==> config.mk <==
export PLATFORM = sky130hd
export DESIGN_NAME = tcc_channel
export DESIGN_NICKNAME = d
export VERILOG_FILES = /design/src/tcc_pkg.sv /design/src/tcc_channel.sv
export VERILOG_INCLUDE_DIRS = /design/src
export SDC_FILE = /design/constraint.sdc
export NUM_CORES = 1
export LEC_CHECK = 0
export BUFFER_PORTS_ARGS = -buffer_cell sky130_fd_sc_hd__buf_2
export CAP_MARGIN = 0
export CORE_ASPECT_RATIO = 1.2
export CORE_MARGIN = 2
export CORE_UTILIZATION = 40
export DETAILED_ROUTE_END_ITERATION = 16
export PLACE_DENSITY = 0.66
export SLEW_MARGIN = 10
export SYNTH_ARGS = -nofsm -noshare
export SYNTH_HDL_FRONTEND = slang
export SYNTH_SLANG_ARGS = --single-unit
==> constraint.sdc <==
create_clock -name i_clk -period 2 [get_ports i_clk]
set_input_delay 0.3 -clock i_clk [delete_from_list [all_inputs] [get_ports i_clk]]
set_output_delay 0.3 -clock i_clk [all_outputs]
set_load 0.01 [all_outputs]
==> src/tcc_params.svh <==
`ifndef TCC_PARAMS_SVH
`define TCC_PARAMS_SVH

// Register word offsets on the plain register port.
`define TCC_OFS_CSC 2'h0
`define TCC_OFS_EVT 2'h1
`define TCC_OFS_MASK 2'h2

// Field positions of channel_status_control.
`define TCC_BIT_FLAG 7
`define TCC_BIT_IE 6
`define TCC_BIT_MS_HI 5
`define TCC_BIT_MS_LO 4
`define TCC_ELS_HI 3
`define TCC_ELS_LO 2

// Field positions of the event status and mask registers.
`define TCC_EVT_SET 0
`define TCC_EVT_OVR 1
`define TCC_EVT_W 2

// Reset values.
`define TCC_RST_BYTE 8'h00
`define TCC_RST_EVT 2'h0

// Edge/level select codes.
`define TCC_ELS_OFF 2'h0
`define TCC_ELS_01 2'h1
`define TCC_ELS_10 2'h2
`define TCC_ELS_11 2'h3

`endif

==> src/tcc_pkg.sv <==
`default_nettype none
package tcc_pkg;

    typedef enum logic [1:0] {
        TCC_MODE_CAPTURE,
        TCC_MODE_COMPARE,
        TCC_MODE_EPWM,
        TCC_MODE_CPWM
    } tcc_mode_e;

    typedef struct packed {
        logic [1:0] addr;
        logic [7:0] wdata;
        logic wr;
        logic rd;
    } tcc_bus_s;

    typedef struct packed {
        logic cnt_match;
        logic cnt_ovf;
        logic count_up;
        logic duty_extreme;
        logic center_pwm_select;
    } tcc_tmr_s;

endpackage
`default_nettype wire

==> src/tcc_channel.sv <==
// The strobed register port and the register addresses are this design's own decisions.
`timescale 1ns/1ps
`default_nettype none
`include "tcc_params.svh"
// Contract
// - Input capture sets the event flag on the selected pin edge.
// - Compare and PWM modes set the event flag on a counter match.
// - PWM at zero or full duty never sets the event flag.
// - Channel interrupt requested while flag set and interrupt enable is one.
// - Flag clears only after read-while-set then write of zero.
// - A new event restarts the clear sequence and keeps the flag set.
// - Reset clears the flag; writing one to it does nothing.
// - Interrupt enable bit 6 is read/write, reset to zero.
// - Center select clear and upper mode bit set give edge-aligned PWM.
// - Upper mode bit zero: code 00 capture, code 01 compare.
// - Edge/level field 00 releases the pin regardless of mode.
// - Capture trigger: 01 rising, 10 falling, 11 both edges.
// - Compare action: 00 none, 01 toggle, 10 low, 11 high.
// - Edge PWM: 10 clears pin on match, X1 sets it.
// - Center PWM: 10 clears on up match, X1 sets on up match.
// - Any write to the status register resets the value read latch.
// - Center select set forces center-aligned PWM on every channel.
module tcc_channel #(
    parameter int ADDR_W = 2
) (
    input wire logic i_clk, // Bus clock, 40 MHz.
    input wire logic i_nrst, // Synchronous reset, active low.
    input wire tcc_pkg::tcc_bus_s i_bus, // Register port request.
    output logic [7:0] o_rdata, // Read data, one cycle after the strobe.
    input wire tcc_pkg::tcc_tmr_s i_tmr, // Counter side signals.
    input wire logic i_pin, // Channel pin level.
    output logic o_pin_out, // Channel pin drive level.
    output logic o_pin_oe, // High while the channel drives the pin.
    output logic o_pin_release, // Pin handed to other control.
    output logic o_capture, // Pulse: latch counter into channel value.
    output logic o_coh_reset, // Pulse: reset channel value read latch.
    output tcc_pkg::tcc_mode_e o_mode, // Decoded channel mode.
    output logic o_ch_irq, // Channel interrupt request.
    output logic o_irq // Masked event status interrupt.
);
    import tcc_pkg::*;

    if (ADDR_W != 2) begin : g_chk
        $error("tcc_channel: ADDR_W must be 2");
    end

    logic flag_q;
    logic ie_q;
    logic ms_hi_q;
    logic ms_lo_q;
    logic [1:0] els_q;
    logic armed_q;
    logic pin_prev_q;
    logic pin_q;
    logic [7:0] rdata_q;
    logic [1:0] evt_q;
    logic [1:0] mask_q;
    logic capture_q;
    logic coh_q;
    tcc_mode_e mode;
    logic wr_csc;
    logic rd_csc;
    logic edge_hit;
    logic ch_event;
    logic flag_clear;
    logic [7:0] csc_view;

    assign wr_csc = i_bus.wr && (i_bus.addr == `TCC_OFS_CSC);
    assign rd_csc = i_bus.rd && (i_bus.addr == `TCC_OFS_CSC);

    // Center select overrides the per-channel mode bits.
    always_comb begin
        if (i_tmr.center_pwm_select) begin
            mode = TCC_MODE_CPWM;
        end else if (ms_hi_q) begin
            mode = TCC_MODE_EPWM;
        end else if (ms_lo_q) begin
            mode = TCC_MODE_COMPARE;
        end else begin
            mode = TCC_MODE_CAPTURE;
        end
    end

    // The pin is taken as synchronous, so one register gives the edge.
    always_comb begin
        unique case (els_q)
            `TCC_ELS_01: edge_hit = i_pin && !pin_prev_q;
            `TCC_ELS_10: edge_hit = !i_pin && pin_prev_q;
            `TCC_ELS_11: edge_hit = i_pin != pin_prev_q;
            default: edge_hit = 1'b0;
        endcase
    end

    always_comb begin
        unique case (mode)
            TCC_MODE_CAPTURE: ch_event = edge_hit;
            TCC_MODE_COMPARE: ch_event = i_tmr.cnt_match;
            default: ch_event = i_tmr.cnt_match && !i_tmr.duty_extreme;
        endcase
    end

    assign flag_clear = wr_csc && armed_q && !i_bus.wdata[`TCC_BIT_FLAG];

    always_ff @(posedge i_clk) begin
        if (!i_nrst) begin
            pin_prev_q <= 1'b0;
        end else begin
            pin_prev_q <= i_pin;
        end
    end

    // Event wins over a clear in the same cycle, so nothing is lost.
    always_ff @(posedge i_clk) begin
        if (!i_nrst) begin
            flag_q <= 1'b0;
        end else if (ch_event) begin
            flag_q <= 1'b1;
        end else if (flag_clear) begin
            flag_q <= 1'b0;
        end
    end

    // The read half of the clear sequence; a new event disarms it again.
    always_ff @(posedge i_clk) begin
        if (!i_nrst) begin
            armed_q <= 1'b0;
        end else if (ch_event || flag_clear) begin
            armed_q <= 1'b0;
        end else if (rd_csc && flag_q) begin
            armed_q <= 1'b1;
        end
    end

    always_ff @(posedge i_clk) begin
        if (!i_nrst) begin
            ie_q <= 1'b0;
            ms_hi_q <= 1'b0;
            ms_lo_q <= 1'b0;
            els_q <= `TCC_ELS_OFF;
        end else if (wr_csc) begin
            ie_q <= i_bus.wdata[`TCC_BIT_IE];
            ms_hi_q <= i_bus.wdata[`TCC_BIT_MS_HI];
            ms_lo_q <= i_bus.wdata[`TCC_BIT_MS_LO];
            els_q <= i_bus.wdata[`TCC_ELS_HI:`TCC_ELS_LO];
        end
    end

    always_ff @(posedge i_clk) begin
        if (!i_nrst) begin
            coh_q <= 1'b0;
            capture_q <= 1'b0;
        end else begin
            coh_q <= wr_csc;
            capture_q <= (mode == TCC_MODE_CAPTURE) && edge_hit;
        end
    end

    // Pin action per mode; only edge PWM starts its periods on overflow.
    always_ff @(posedge i_clk) begin
        if (!i_nrst) begin
            pin_q <= 1'b0;
        end else begin
            unique case (mode)
                TCC_MODE_COMPARE: begin
                    if (i_tmr.cnt_match) begin
                        unique case (els_q)
                            `TCC_ELS_01: pin_q <= !pin_q;
                            `TCC_ELS_10: pin_q <= 1'b0;
                            `TCC_ELS_11: pin_q <= 1'b1;
                            default: pin_q <= pin_q;
                        endcase
                    end
                end
                TCC_MODE_EPWM: begin
                    if (els_q != `TCC_ELS_OFF) begin
                        if (i_tmr.cnt_match) begin
                            pin_q <= els_q[0];
                        end else if (i_tmr.cnt_ovf) begin
                            pin_q <= !els_q[0];
                        end
                    end
                end
                TCC_MODE_CPWM: begin
                    if (els_q != `TCC_ELS_OFF && i_tmr.cnt_match) begin
                        pin_q <= i_tmr.count_up ? els_q[0] : !els_q[0];
                    end
                end
                default: pin_q <= pin_q;
            endcase
        end
    end

    // Interrupt block: sticky bits, write one to clear, set wins.
    // A hit that lands while the flag is still pending gets its own bit, so software can tell it lagged.
    localparam logic [`TCC_EVT_W-1:0] EVT_RST = `TCC_RST_EVT;
    logic [`TCC_EVT_W-1:0] evt_src;
    logic wr_evt;

    assign evt_src[`TCC_EVT_SET] = ch_event;
    assign evt_src[`TCC_EVT_OVR] = ch_event && flag_q;
    assign wr_evt = i_bus.wr && (i_bus.addr == `TCC_OFS_EVT);

    for (genvar g = 0; g < `TCC_EVT_W; g++) begin : g_evt
        always_ff @(posedge i_clk) begin
            if (!i_nrst) begin
                evt_q[g] <= EVT_RST[g];
            end else if (evt_src[g]) begin
                evt_q[g] <= 1'b1;
            end else if (wr_evt && i_bus.wdata[g]) begin
                evt_q[g] <= 1'b0;
            end
        end
    end

    always_ff @(posedge i_clk) begin
        if (!i_nrst) begin
            mask_q <= `TCC_RST_EVT;
        end else if (i_bus.wr && i_bus.addr == `TCC_OFS_MASK) begin
            mask_q <= i_bus.wdata[1:0];
        end
    end

    assign csc_view = {flag_q, ie_q, ms_hi_q, ms_lo_q, els_q, 2'h0};

    always_ff @(posedge i_clk) begin
        if (!i_nrst) begin
            rdata_q <= `TCC_RST_BYTE;
        end else if (i_bus.rd) begin
            unique case (i_bus.addr)
                `TCC_OFS_CSC: rdata_q <= csc_view;
                `TCC_OFS_EVT: rdata_q <= {6'h00, evt_q};
                `TCC_OFS_MASK: rdata_q <= {6'h00, mask_q};
                default: rdata_q <= `TCC_RST_BYTE;
            endcase
        end else begin
            rdata_q <= `TCC_RST_BYTE;
        end
    end

    assign o_rdata = rdata_q;
    assign o_mode = mode;
    assign o_pin_release = (els_q == `TCC_ELS_OFF);
    // Capture never drives; released pin never driven.
    assign o_pin_oe = !o_pin_release && (mode != TCC_MODE_CAPTURE);
    assign o_pin_out = pin_q;
    assign o_capture = capture_q;
    assign o_coh_reset = coh_q;
    assign o_ch_irq = flag_q && ie_q;
    assign o_irq = |(evt_q & mask_q);
endmodule
`default_nettype wire

==> impl_metrics.csv <==
group,metric,value,unit
yosys,avgSynthCellArea,9.54,um^2
grt,grt_pass1_vias,906,
final_layout,diodes,0,
route,drc,0,
grt,grt_max_degree,17,
floorplan,rows,20,
floorplan,die_w,51.6,um
grt,grt_first_pass_wirelength,3730,um
status,outcome,"completed",
worst_setup_path,endpoint_kind,"primary output",
route,postRouteAntennaNets,0,
pwr,p_int,598,uW
final_layout,layout_common_cells,"36 x buf_2, 23 x dfxtp_1, 9 x nor2b_1, 9 x nand2_1, 8 x nor2_1",
cts,clk_latency,0.30,ns
sta,fmax,575,MHz
floorplan,die_area,3150,um^2
cts,ctsHoldBuffers,0,
route,wl_per_cell,12.2,um
placement,dp_cells,181,
cts,path_clk_slew,0.12,ns
sta,period_minus_slack,1.74,ns
placement,portBuffers,36,
worst_setup_path,critical_path_class,"flip-flop to primary output",
sta,setup_viol_count_final,0,
route,via_count,932,
sta,fin_crit_sh,0.870,
final_layout,layout_commonest_cell,"buf_2",
flow_run,max-cap-violations,0,
worst_setup_path,required,1.70,ns
grt,gr-usage-all-layers,0.157,
cts,post_cts_buffers,0,
floorplan,core_area,2550,um^2
pwr,pwr_density_cell,606,nW/um^2
floorplan,initial_utilization,0.426,
route,drt_first_pass_iters,4,
yosys,syn_inst,114,
worst_hold_path,worstHoldPathType,"input pin to flip-flop",
cts,clock_path_buffers,2,
floorplan,io_pins,37,
sta,worstMarginPinSlew,0.401,ns
final_layout,fin_cells,185,
floorplan,fp.dieH,61.1,um
route,vias_per_cell,5.04,
placement,dp_hpwl,1750,um
worst_setup_path,cp.arrival,1.44,ns
pwr,switchingPower,202,uW
pwr,ir_worst_vdd,384,uV
yosys,yosys_register_bits,23,
cts,numCtsBuffers,3,
cts,htreeDepth,1,
cts,ctsResizeCount,0,
sta,report.final.slew_viol_count,0,
yosys,syn_nets,140,
sta,maxSlewHeadroom,0.733,
route,wl,2250,um
cts,cts_sinks,23,
sta,fin_tns_setup,0,ns
grt,grt_overflow,0,
final_layout,drive_gt1_frac,0.322,
grt,antenna_found_initial,0,
final_layout,nets,179,
final_layout,area_growth_syn_to_layout,21.4,%
yosys,synth_area,1090,um^2
sta,finalClockSkew,0.00258,ns
pwr,pwr-share-comb,0.136,
yosys,yosysWarningCount,0,
worst_setup_path,crit_path_max_fanout,6,
pwr,clkPwrFrac,0.260,
cts,cts_tree,"yes",
sta,rsz0062_at_grt,"false",
worst_setup_path,critPathLaunchType,"flip-flop",
placement,gp_congestion,0.723,
route,drtIter0Drc,20,
pwr,seqPwrFrac,0.603,
yosys,ys_seq_area_frac,0.423,
sta,hold_viol_final,0,
cts,cts-root-buf,"clkbuf_4",
pwr,leakagePower,0.596,nW
yosys,synth_cell_types,40,
pwr,swShare,0.252,
-- final cells by class --
cell class                      count  area [um^2]
Fill cell                         257         1230
Multi-Input combinational cell     83          589
Sequential cell                    23          460
Timing Repair Buffer               36          180
Tap cell                           33         41.3
Clock buffer                        4         26.3
Inverter                            6         22.5
-- power groups by stage --
stage                     clock network [mW]  logic, mW  registers, mW
after floorplan                            0     0.0631          0.492
after global placement                     0      0.107          0.493
after detailed placement                   0      0.110          0.493
after CTS                              0.217      0.110          0.483
after global routing                   0.240      0.121          0.486
final                                  0.208      0.109          0.483
-- routing by layer --
layer / vias to the layer above / track usage / part of all wire
met5: - / 0 / 0
met4: 0 / 0.0789 / 0.0071
met3: 2 / 0.0267 / 0.058
met2: 33 / 0.275 / 0.50
met1: 423 / 0.186 / 0.44
li1: 474 / - / -
-- through the flow --
| step | setup WS (ns) | power [mW] | area (um^2) | utilization | hold slack [ns] |
|---|---|---|---|---|---|
| floorplan | 0.446 | 0.555 | 1090 | - | 0.377 |
| global placement | 0.346 | 0.600 | 1290 | 0.507 | 0.460 |
| detailed placement | 0.312 | 0.603 | 1290 | 0.507 | 0.464 |
| CTS | 0.237 | 0.810 | 1320 | 0.517 | 0.223 |
| global route | 0.0922 | 0.847 | 1320 | 0.517 | 0.210 |
| finish | 0.261 | 0.800 | 1320 | 0.517 | 0.232 |
-- cells in the mapped netlist --
cell type  count  area share
a31oi_1        1      0.0058
a22oi_2        1       0.012
nand2_1        9       0.031
inv_2          1      0.0034
nor2_1         8       0.028
nand3_1        4       0.018
nor3_1         2      0.0092
o2111ai_1      1      0.0081
xor2_1         1      0.0081
o31ai_1        1      0.0069
inv_1          5       0.017
a21oi_2        1      0.0081
o211a_1        1      0.0092
nand2b_4       1       0.013
xnor2_1        1      0.0081
ha_1           6       0.069
a32oi_1        1      0.0081
mux2i_1        2       0.018
and3_1         1      0.0058
and2_1         6       0.035
a2bb2oi_1      1      0.0081
a21boi_1       4       0.028
or3_1          1      0.0058
a21o_2         1      0.0081
o21ai_0        1      0.0046
clkbuf_1       1      0.0034
and4b_1        1      0.0092
nand3b_2       1       0.010
and2_2         1      0.0069
nor2b_1        9       0.052
dfxtp_1       23        0.42
nor4_1         3       0.017
a2111oi_4      1       0.025
a21oi_1        5       0.023
buf_6          1       0.010
nand2b_1       1      0.0058
nor2_2         1      0.0058
a21boi_2       1       0.010
a22oi_1        2       0.014
a22o_1         1      0.0081
-- final timing paths --
| check | startpoint | endpoint | slack (ns) | depth (start not counted) |
|---|---|---|---|---|
| min | i_pin | pin_prev_q | 0.23 | 2 |
| max reg2reg | els_q[0] | o_pin_out | 0.33 | 7 |
| max | els_q[0] | o_pin_oe | 0.26 | 4 |
| min reg2reg | mask_q[0] | mask_q[0] | 0.48 | 2 |
-- logic make-up after synthesis --
logic type,count (synthesis),share of synthesized area
AND/OR/NAND/NOR,49,0.252
multiplexers,2,0.0184
XOR/XNOR,2,0.0161
adder cells (fa/ha/maj),6,0.0690
AO/OA/AOI/OAI,24,0.186
flip-flops,23,0.423
buffers and inverters,8,0.0345
-- registers in the layout, summed over array words and instances (netlist names) --
| name | count |
|---|---|
| armed_q | 1 |
| els_q | 2 |
| evt_q | 2 |
| flag_q | 1 |
| ie_q | 1 |
| mask_q | 2 |
| ms_hi_q | 1 |
| ms_lo_q | 1 |
| o_capture | 1 |
| o_coh_reset | 1 |
| o_pin_out | 1 |
| o_rdata | 8 |
| pin_prev_q | 1 |
-- critical path, stage by stage (launching register included) --
cell and delay (ns):
dfxtp_1 0.46, inv_1 0.13, ha_1 0.30, nor2_1 0.11
buf_2 0.13
Power figures use the tool's default switching activity.
